File: config.mk
export PLATFORM = sky130hd
export DESIGN_NAME = dac_input_format_config
export DESIGN_NICKNAME = d
export VERILOG_FILES = /design/src/hdl/dac_fmt_pkg.sv /design/src/hdl/cfg_bus_if.sv /design/src/hdl/serial_cfg_port.sv /design/src/hdl/sample_formatter.sv /design/src/hdl/dac_input_format_config.sv
export SDC_FILE = /design/constraint.sdc
export NUM_CORES = 1
export LEC_CHECK = 0
export BUFFER_PORTS_ARGS = -buffer_cell sky130_fd_sc_hd__buf_2
export CAP_MARGIN = 40
export CORE_MARGIN = 1
export CORE_UTILIZATION = 45
export DETAILED_ROUTE_END_ITERATION = 12
export MAX_ROUTING_LAYER = met4
export PLACE_DENSITY = 0.66
export RECOVER_POWER = 25
export SYNTH_ARGS = -nofsm -noshare
export SYNTH_HDL_FRONTEND = slang
export SYNTH_HIERARCHICAL = 1
export SYNTH_SLANG_ARGS = --single-unit
File: constraint.sdc
create_clock -name CLK -period 4.6 [get_ports CLK]
set_input_delay 0.46 -clock CLK [delete_from_list [all_inputs] [get_ports CLK]]
set_output_delay 0.46 -clock CLK [all_outputs]
set_load 0.01 [all_outputs]
File: src/hdl/dac_fmt_pkg.sv
// constants, field positions and reset values of the input format bank
// How it works
// [RL1] Offset correction runs only while format bit 15 is set.
// [RL2] Both converters run while bit 14 is set; it resets to the fuse value.
// [RL3] Bits 13:12 set width: 00 all 14 bits, 01 upper 12, 10 and 11 upper 10.
// [RL4] Bit 11 reverses input bits: each 7-bit half, or the whole 14-bit word.
// [RL5] Bit 10 picks two's-complement (1) or offset binary (0); resets to 1.
// [RL6] Bit 9 selects the four-pin serial port; die-id enable overrides it.
// [RL7] The format word is at address zero, all read/write, reset to 0x44FC with bit 14 taken from the fuse.
// [RL8] Input bits below the selected width are ignored and taken as zero.
`default_nettype none
package dac_fmt_pkg;
  localparam logic [6:0]  ADDR_FORMAT = 7'h00;
  localparam logic [6:0]  ADDR_PAT6   = 7'h12;
  localparam logic [6:0]  ADDR_PAT7   = 7'h13;
  localparam logic [6:0]  ADDR_DIRECT = 7'h14;
  localparam logic [6:0]  ADDR_SLEEP  = 7'h15;
  localparam logic [6:0]  ADDR_DATA0  = 7'h16;
  localparam logic [6:0]  ADDR_DATA1  = 7'h17;
  localparam logic [6:0]  ADDR_DATA2  = 7'h18;
  localparam logic [6:0]  ADDR_DATA3  = 7'h19;
  localparam logic [6:0]  ADDR_ID     = 7'h7F;
  localparam logic [15:0] RST_FORMAT  = 16'h44FC;
  localparam logic [15:0] RST_PAT6    = 16'h1515;
  localparam logic [15:0] RST_PAT7    = 16'h3ABA;
  localparam logic [15:0] RST_DIRECT  = 16'h0000;
  localparam logic [15:0] RST_SLEEP   = 16'hFFFF;
  localparam logic [15:0] RST_DATA    = 16'h0000;
  localparam int          BIT_OFS_EN  = 15;
  localparam int          BIT_DUAL    = 14;
  localparam int          BIT_WID_HI  = 13;
  localparam int          BIT_WID_LO  = 12;
  localparam int          BIT_REV     = 11;
  localparam int          BIT_TWOS    = 10;
  localparam int          BIT_FOUR    = 9;
  localparam int          BIT_DIR_EN  = 15;
  localparam int          SAMPLE_W    = 14;
  localparam logic [1:0]  WIDTH_14    = 2'h0;
  localparam logic [1:0]  WIDTH_12    = 2'h1;
  localparam logic [13:0] MASK_14     = 14'h3FFF;
  localparam logic [13:0] MASK_12     = 14'h3FFC;
  localparam logic [13:0] MASK_10     = 14'h3FF0;
  localparam logic [13:0] MID_SCALE   = 14'h2000;
  localparam logic [14:0] SAT_MAX     = 15'h1FFF;
  localparam logic [14:0] SAT_MIN     = 15'h6000;
  localparam logic [4:0]  HEAD_BITS   = 5'h08;
  localparam logic [4:0]  FRAME_BITS  = 5'h18;
  // identification fields; values are arbitrary
  localparam logic [1:0]  MAKER_CODE  = 2'h2;
  localparam logic [2:0]  VERSION_ID  = 3'h5;
  typedef enum logic [1:0] {
    SP_IDLE = 2'b00,
    SP_HEAD = 2'b01,
    SP_DATA = 2'b10,
    SP_DONE = 2'b11
  } sp_state_t;
endpackage
`default_nettype wire

File: src/hdl/cfg_bus_if.sv
// register access path between the serial port and the register bank
`default_nettype none
interface cfg_bus_if;
  logic        wr;
  logic [6:0]  addr;
  logic [15:0] wdata;
  logic [15:0] rdata;
  modport port (output wr, output addr, output wdata, input rdata);
  modport bank (input wr, input addr, input wdata, output rdata);
endinterface
`default_nettype wire

File: src/hdl/serial_cfg_port.sv
// serial configuration port slave: 1 r/w bit, 7 address bits, 16 data bits
`default_nettype none
module serial_cfg_port
  import dac_fmt_pkg::*;
(
  input  wire logic clk,
  input  wire logic rst,
  input  wire logic sclk,
  input  wire logic sen_n,
  input  wire logic sdio_in,
  input  wire logic four_pin,
  cfg_bus_if.port   bus,
  output var  logic sdio_out,
  output var  logic sdio_oe,
  output var  logic sdo_out,
  output var  logic sdo_oe
);
  sp_state_t   state_reg;
  logic        sclk_reg;
  logic [4:0]  cnt_reg;
  logic [15:0] in_reg;
  logic [15:0] out_reg;
  logic        bit_reg;
  logic        rw_reg;
  logic [6:0]  addr_reg;
  logic        wr_reg;
  logic        drive_reg;
  logic        rise;
  logic        fall;

  // sclk is a plain synchronous input, edges found against last sample
  assign rise = sclk & ~sclk_reg;
  assign fall = ~sclk & sclk_reg;
  always_ff @(posedge clk) begin
    sclk_reg <= rst ? 1'b0 : sclk;
  end

  // frame sequencing; a high enable aborts the frame at once
  always_ff @(posedge clk) begin
    wr_reg <= 1'b0;
    if (rst || sen_n) begin
      state_reg <= SP_IDLE;
      cnt_reg   <= 5'h00;
    end else begin
      if (state_reg == SP_IDLE) begin
        state_reg <= SP_HEAD;
      end
      if (rise && state_reg != SP_DONE) begin
        in_reg  <= {in_reg[14:0], sdio_in};
        cnt_reg <= cnt_reg + 5'h01;
        if (cnt_reg == HEAD_BITS - 5'h01) begin
          rw_reg    <= in_reg[6];
          addr_reg  <= {in_reg[5:0], sdio_in};
          state_reg <= SP_DATA;
        end
        if (cnt_reg == FRAME_BITS - 5'h01) begin
          wr_reg    <= ~rw_reg;
          state_reg <= SP_DONE;
        end
      end
    end
  end

  // read data leaves on falling edges so the host samples on rising
  always_ff @(posedge clk) begin
    if (rst || sen_n) begin
      bit_reg   <= 1'b0;
      drive_reg <= 1'b0;
      out_reg   <= 16'h0000;
    end else if (fall && state_reg == SP_DATA && rw_reg) begin
      drive_reg <= 1'b1;
      if (cnt_reg == HEAD_BITS) begin
        bit_reg <= bus.rdata[15];
        out_reg <= {bus.rdata[14:0], 1'b0};
      end else begin
        bit_reg <= out_reg[15];
        out_reg <= {out_reg[14:0], 1'b0};
      end
    end
  end

  assign bus.wr    = wr_reg;
  assign bus.addr  = addr_reg;
  assign bus.wdata = in_reg;
  // three-pin turns sdio around; four-pin answers on its own pin
  assign sdio_out  = bit_reg;
  assign sdo_out   = bit_reg;
  assign sdio_oe   = drive_reg & ~four_pin; // RL6
  assign sdo_oe    = drive_reg & four_pin;  // RL6
endmodule
`default_nettype wire

File: src/hdl/sample_formatter.sv
// one channel: reversal, width mask, coding and offset correction
`default_nettype none
module sample_formatter
  import dac_fmt_pkg::*;
(
  input  wire logic        clk,
  input  wire logic        rst,
  input  wire logic [13:0] raw,
  input  wire logic        full_word,
  input  wire logic [1:0]  width,
  input  wire logic        rev,
  input  wire logic        twos,
  input  wire logic        ofs_en,
  input  wire logic [12:0] ofs,
  input  wire logic        direct_en,
  input  wire logic [13:0] direct,
  input  wire logic        enable,
  output var  logic [13:0] code
);
  logic [13:0] rev_whole;
  logic [13:0] rev_half;
  logic [13:0] picked;
  logic [13:0] masked;
  logic [13:0] signed_in;
  logic [14:0] sum;
  logic [14:0] sat;

  // bit reversal, whole word or each seven-bit half
  for (genvar i = 0; i < SAMPLE_W; i++) begin : g_rev
    assign rev_whole[i] = raw[SAMPLE_W - 1 - i];
    assign rev_half[i]  = raw[(i < 7) ? (6 - i) : (20 - i)];
  end
  assign picked = !rev ? raw : (full_word ? rev_whole : rev_half); // RL4

  // low bits outside the chosen width read as zero
  always_comb begin
    case (width)
      WIDTH_14: masked = picked & MASK_14; // RL3
      WIDTH_12: masked = picked & MASK_12; // RL3
      default:  masked = picked & MASK_10; // RL3 RL8
    endcase
  end

  // work in two's complement; offset binary only needs its msb flipped
  assign signed_in = twos ? masked : {~masked[13], masked[12:0]}; // RL5
  assign sum = {signed_in[13], signed_in}
             + (ofs_en ? {{2{ofs[12]}}, ofs} : 15'h0000); // RL1
  // saturate rather than wrap, a wrap would flip full scale
  always_comb begin
    if (!sum[14] && sum[13]) begin
      sat = SAT_MAX;
    end else if (sum[14] && !sum[13]) begin
      sat = SAT_MIN;
    end else begin
      sat = sum;
    end
  end

  // the converter takes offset binary; idle channel parks at mid scale
  always_ff @(posedge clk) begin
    if (rst || !enable) begin
      code <= MID_SCALE; // RL2
    end else if (direct_en) begin
      code <= direct;
    end else begin
      code <= {~sat[13], sat[12:0]};
    end
  end
endmodule
`default_nettype wire

File: src/hdl/dac_input_format_config.sv
// input format register bank with serial access and two channel formatters
`default_nettype none
module dac_input_format_config
  import dac_fmt_pkg::*;
(
  input  wire logic        CLK,
  input  wire logic        SYS_RST,
  input  wire logic        SCLK,
  input  wire logic        SEN_N,
  input  wire logic        SDIO_IN,
  output var  logic        SDIO_OUT,
  output var  logic        SDIO_OE,
  output var  logic        SDO_OUT,
  output var  logic        SDO_OE,
  input  wire logic        DIE_ID_ENABLE,
  input  wire logic        DUAL_FUSE,
  input  wire logic        FULL_WORD,
  input  wire logic [13:0] SAMPLE_A,
  input  wire logic [13:0] SAMPLE_B,
  input  wire logic [12:0] OFFSET_A,
  input  wire logic [12:0] OFFSET_B,
  input  wire logic [63:0] CAPTURE_DATA,
  output var  logic [13:0] CODE_A,
  output var  logic [13:0] CODE_B,
  output var  logic [15:0] FORMAT_CONTROL,
  output var  logic        FOUR_PIN_ACTIVE,
  output var  logic [13:0] TEST_PATTERN_SIX,
  output var  logic [13:0] TEST_PATTERN_SEVEN,
  output var  logic [15:0] SLEEP_CONTROL
);
  cfg_bus_if   bus ();
  logic [15:0] format_reg;
  logic [13:0] pat6_reg;
  logic [13:0] pat7_reg;
  logic        direct_en_reg;
  logic [13:0] direct_reg;
  logic [15:0] sleep_reg;
  logic [63:0] data_reg;
  logic [15:0] id_word;
  logic        four_pin;
  logic        offset_en;
  logic        dual_en;
  logic [1:0]  width_sel;
  logic        reverse;
  logic        twos_in;

  // die-id enable outranks the four-pin request
  assign four_pin = format_reg[BIT_FOUR] & ~DIE_ID_ENABLE; // RL6

  serial_cfg_port u_port (
    .clk      (CLK),
    .rst      (SYS_RST),
    .sclk     (SCLK),
    .sen_n    (SEN_N),
    .sdio_in  (SDIO_IN),
    .four_pin (four_pin),
    .bus      (bus.port),
    .sdio_out (SDIO_OUT),
    .sdio_oe  (SDIO_OE),
    .sdo_out  (SDO_OUT),
    .sdo_oe   (SDO_OE)
  );

  // format word: every bit writable; dual bit starts from the fuse
  always_ff @(posedge CLK) begin
    if (SYS_RST) begin
      format_reg           <= RST_FORMAT; // RL7
      format_reg[BIT_DUAL] <= DUAL_FUSE;  // RL2
    end else if (bus.wr && bus.addr == ADDR_FORMAT) begin
      format_reg <= bus.wdata; // RL7
    end
  end

  // test pattern words keep 14 bits, upper bits read zero
  always_ff @(posedge CLK) begin
    if (SYS_RST) begin
      pat6_reg <= RST_PAT6[13:0];
      pat7_reg <= RST_PAT7[13:0];
    end else if (bus.wr) begin
      if (bus.addr == ADDR_PAT6) begin
        pat6_reg <= bus.wdata[13:0];
      end
      if (bus.addr == ADDR_PAT7) begin
        pat7_reg <= bus.wdata[13:0];
      end
    end
  end

  // direct converter value overrides the sample path when enabled
  always_ff @(posedge CLK) begin
    if (SYS_RST) begin
      direct_en_reg <= RST_DIRECT[BIT_DIR_EN];
      direct_reg    <= RST_DIRECT[13:0];
    end else if (bus.wr && bus.addr == ADDR_DIRECT) begin
      direct_en_reg <= bus.wdata[BIT_DIR_EN];
      direct_reg    <= bus.wdata[13:0];
    end
  end

  // sleep control word is passed straight out to the power logic
  always_ff @(posedge CLK) begin
    if (SYS_RST) begin
      sleep_reg <= RST_SLEEP;
    end else if (bus.wr && bus.addr == ADDR_SLEEP) begin
      sleep_reg <= bus.wdata;
    end
  end

  // read-only data words; sampled every cycle, host writes ignored
  always_ff @(posedge CLK) begin
    if (SYS_RST) begin
      data_reg <= {4{RST_DATA}};
    end else begin
      data_reg <= CAPTURE_DATA;
    end
  end

  assign id_word = {11'h000, MAKER_CODE, VERSION_ID};

  // read mux; unmapped addresses return zero
  always_comb begin
    case (bus.addr)
      ADDR_FORMAT: bus.rdata = format_reg; // RL7
      ADDR_PAT6:   bus.rdata = {2'h0, pat6_reg};
      ADDR_PAT7:   bus.rdata = {2'h0, pat7_reg};
      ADDR_DIRECT: bus.rdata = {direct_en_reg, 1'b0, direct_reg};
      ADDR_SLEEP:  bus.rdata = sleep_reg;
      ADDR_DATA0:  bus.rdata = data_reg[15:0];
      ADDR_DATA1:  bus.rdata = data_reg[31:16];
      ADDR_DATA2:  bus.rdata = data_reg[47:32];
      ADDR_DATA3:  bus.rdata = data_reg[63:48];
      ADDR_ID:     bus.rdata = id_word;
      default:     bus.rdata = 16'h0000;
    endcase
  end

  // decoded controls for the sample path
  assign offset_en = format_reg[BIT_OFS_EN]; // RL1
  assign dual_en   = format_reg[BIT_DUAL];   // RL2
  assign width_sel = format_reg[BIT_WID_HI:BIT_WID_LO]; // RL3
  assign reverse   = format_reg[BIT_REV];    // RL4
  assign twos_in   = format_reg[BIT_TWOS];   // RL5

  // channel a always runs; channel b idles unless both are in use
  sample_formatter u_fmt_a (
    .clk       (CLK),
    .rst       (SYS_RST),
    .raw       (SAMPLE_A),
    .full_word (FULL_WORD),
    .width     (width_sel),
    .rev       (reverse),
    .twos      (twos_in),
    .ofs_en    (offset_en),
    .ofs       (OFFSET_A),
    .direct_en (direct_en_reg),
    .direct    (direct_reg),
    .enable    (1'b1),
    .code      (CODE_A)
  );

  sample_formatter u_fmt_b (
    .clk       (CLK),
    .rst       (SYS_RST),
    .raw       (SAMPLE_B),
    .full_word (FULL_WORD),
    .width     (width_sel),
    .rev       (reverse),
    .twos      (twos_in),
    .ofs_en    (offset_en),
    .ofs       (OFFSET_B),
    .direct_en (direct_en_reg),
    .direct    (direct_reg),
    .enable    (dual_en), // RL2
    .code      (CODE_B)
  );

  // register contents exported to the rest of the converter
  assign FORMAT_CONTROL     = format_reg;
  assign FOUR_PIN_ACTIVE    = four_pin;
  assign TEST_PATTERN_SIX   = pat6_reg;
  assign TEST_PATTERN_SEVEN = pat7_reg;
  assign SLEEP_CONTROL      = sleep_reg;
endmodule
`default_nettype wire

==> flow_summary.ini <==
[global_route]
grt_pass1_wl_um = 50000
grt_pass1_vias = 9209
grt_usage_pct = 24.9
grt_max_degree = 87
antenna_found_initial = 0
grt-ovfl-total = 0

[floorplanning]
start_util_pct = 45.9
core_um2 = 25300
die_h_um = 163
io_pins = 219
dieArea_um2 = 26400
dieWidth_um = 163
num_rows = 58

[sta]
finalHoldWorstSlack_ns = 0.156
skew_ns = 0.0207
fin_crit_ns = 3.57
fmax_ghz = 0.280
setup_tns_ns = 0
final-setup-viol-count = 0
rsz0062_at_grt = false
drv_slew = 63
max-slew-margin-rel_pct = -68.1
tightest_slew_ns = 2.52
hold_viol = 0
fin_crit_sh_pct = 77.7

[critical_path]
slowest_delay_ns = 1.75
crit_path_cell_trace = clkbuf_1 -> or2_0 -> clkbuf_1 -> nor3_2 -> buf_4
crit_top_cell = clkbuf_1
reg2regPathDepth = 8
cp-end-kind = flop
startpoint = SYS_RST
timing.critical_path.buf_inv = 3
start_kind = primary input
cp-endpoint = u_port/bus.wdata[5]
cp.depth = 5
r2r-end = u_fmt_a/code[9]
rr_startpoint = FORMAT_CONTROL[15]
cp_top_family = buffers and inverters
r2r_slack_ns = 1.24
cp.arrival_ns = 3.81
cp.required_ns = 4.84
critPathMaxFanout = 62
cp_slowest_cell = clkbuf_1
setup.worst_path.class = in2reg

[pwr]
p_sw_uw = 938
totalPowerFinal_uw = 4190
p_per_area_nw_per_um2 = 311
internal_power_uw = 3260
pwr-share-clk_pct = 46.2
peakVddDrop_mv = 0.294
switching_share_pct = 22.4
sequentialPowerShare_pct = 47.1
p_comb_share_pct = 6.6
p_leak_uw = 0.00570

[clock_network]
cts.sinks = 217
cts_tree = yes
postCtsHoldBufs = 0
cts_buffers = 23
path_clk_slew_ns = 0.06
post_cts_resized = 0
cts.htree.levels = 1
cts_setup_buffers = 0
worstSkewPairLatency_ns = 0.51
cts_root_buf = clkbuf_16
clockBufferDepth = 3

[yosys]
synth-seq-area-share_pct = 39.6
synth.distinct_cells = 88
yosysTopAreaCellShare_pct = 33.1
async_reset_ff_share_pct = 0
synthCells = 1230
ys_seq_elements = 217
synthFlopType = dfxtp_1
postSynthAreaPerCell_um2 = 9.43
yosysTopAreaCell = dfxtp_1
synth_edf_count = 25
syn_nets = 1388
synthTopCellsByArea = dfxtp_1 (33%), mux2i_1 (7.4%), edfxtp_1 (6.5%), nor2b_1 (4.6%), nand2_1 (4.0%)
yosys_warnings = 6
syn_area_um2 = 11600

[final_layout]
syn_to_final_growth_pct = 16.3
antenna_cells = 0
final_cells = 1743
final_cell_area_um2 = 13500
largest_reg_flops = 64
drive_gt1_share_pct = 24.6
nFillCells = 2320
layout.nets = 1555

[detailed_routing]
viasPerCell = 5.58
routed_wl_um = 33100
antenna_left = 0
drtPass1Iterations = 6
drc_errors = 0
drt_iter0_drc = 685
wl_per_cell_um = 19.0
via_count = 9721

[hold_path]
worst_hold_path_type = in2reg

[outcome]
violations = max-capacitance violations, max-slew violations
status = finished, violations left

[place]
place_inst = 1702
port-buffer-count = 218
gp_congestion = 0.898
placed_area_um2 = 12700
place_hpwl_um = 24600

[flow_run]
max-cap-violations = 1
[synth_stat cells (15+ instances only)]
cell type / n
dfxtp_1: 192
nand2_1: 123
mux2i_1: 86
nor2b_1: 86
nor2_1: 82
a21oi_1: 79
o21ai_0: 42
clkbuf_1: 34
inv_1: 32
and2_1: 31
ha_1: 30
edfxtp_1: 25
a211o_1: 23
nand3b_1: 23
buf_2: 21
nand3_1: 21
o211ai_2: 20
o2bb2ai_1: 17
buf_6: 15
[per-stage QoR]
step                      setup WS [ns]  util [%]
after detailed placement          0.788      50.3
final                              1.03      53.4
after floorplan                    1.60         -
after CTS                          1.24      53.5
after global placement            0.852      50.1
after global routing              0.675      53.4
[area by class of cell]
type | instances | area [µm²] | area share [%]
inverter | 32 | 120 | 0.891
sequential | 217 | 4600 | 34.1
clock inverter | 13 | 151 | 1.12
tap | 330 | 413 | 3.06
clock buffer | 28 | 646 | 4.79
multi-input combinational | 894 | 6360 | 47.2
timing repair buffer | 229 | 1200 | 8.88
[power by group through the flow]
stage / sequential [µW] / clock, µW / combinational, µW
2_1_floorplan: 2010 / 0 / 168
3_3_place_gp: 2020 / 0 / 274
3_5_place_dp: 2020 / 0 / 276
4_1_cts: 1980 / 1960 / 277
5_1_grt: 1980 / 2040 / 304
6_report: 1980 / 1940 / 278
[logic make-up after synthesis]
group           after synthesis  share of synthesized area, %
buf+inv                     119                          5.59
other cells                   1                        0.0323
compound gates              314                          20.6
flops                       217                          39.6
mux                         103                          9.75
xor+xnor                     16                          1.21
simple gates                428                          19.6
fa+ha+maj                    32                          3.58
[placed cells by master, fill, tap and decap left out, drive strengths merged, types with 10 or more instances in the layout]
cell     count
xnor2       14
o211ai      31
a31oi       12
mux2i       86
nand3b      23
o21ai       52
a211o       23
a311oi      11
nand3       21
nor2b       86
and2        34
a21o        11
inv         33
mux2        10
clkbuf      33
ha          30
edfxtp      25
o2bb2ai     17
a21oi       83
dfxtp      192
o21a        14
nor2        82
buf        224
nand2      123
[layer usage]
metal	vias up	share of wire, %	track usage (%)
met5	-	0	-
met4	0	2.8	8.07
met3	55	5.5	2.22
met2	380	47	41.0
met1	4546	45	32.4
li1	4740	-	-
[worst min-delay path by stage]
stage / slack (ns) / to / depth (start not counted) / start
after global placement: 0.47 / SLEEP_CONTROL[1] / 2 / SLEEP_CONTROL[1]
after CTS: 0.14 / data_reg[24] / 2 / CAPTURE_DATA[24]
after detailed placement: 0.48 / u_port/out_reg[2] / 2 / u_port/out_reg[1]
after global routing: 0.15 / data_reg[47] / 2 / CAPTURE_DATA[47]
final: 0.16 / data_reg[61] / 2 / CAPTURE_DATA[61]
after floorplan: 0.45 / u_port/drive_reg / 1 / u_port/drive_reg
No activity file was read; power rests on OpenSTA's default activity.
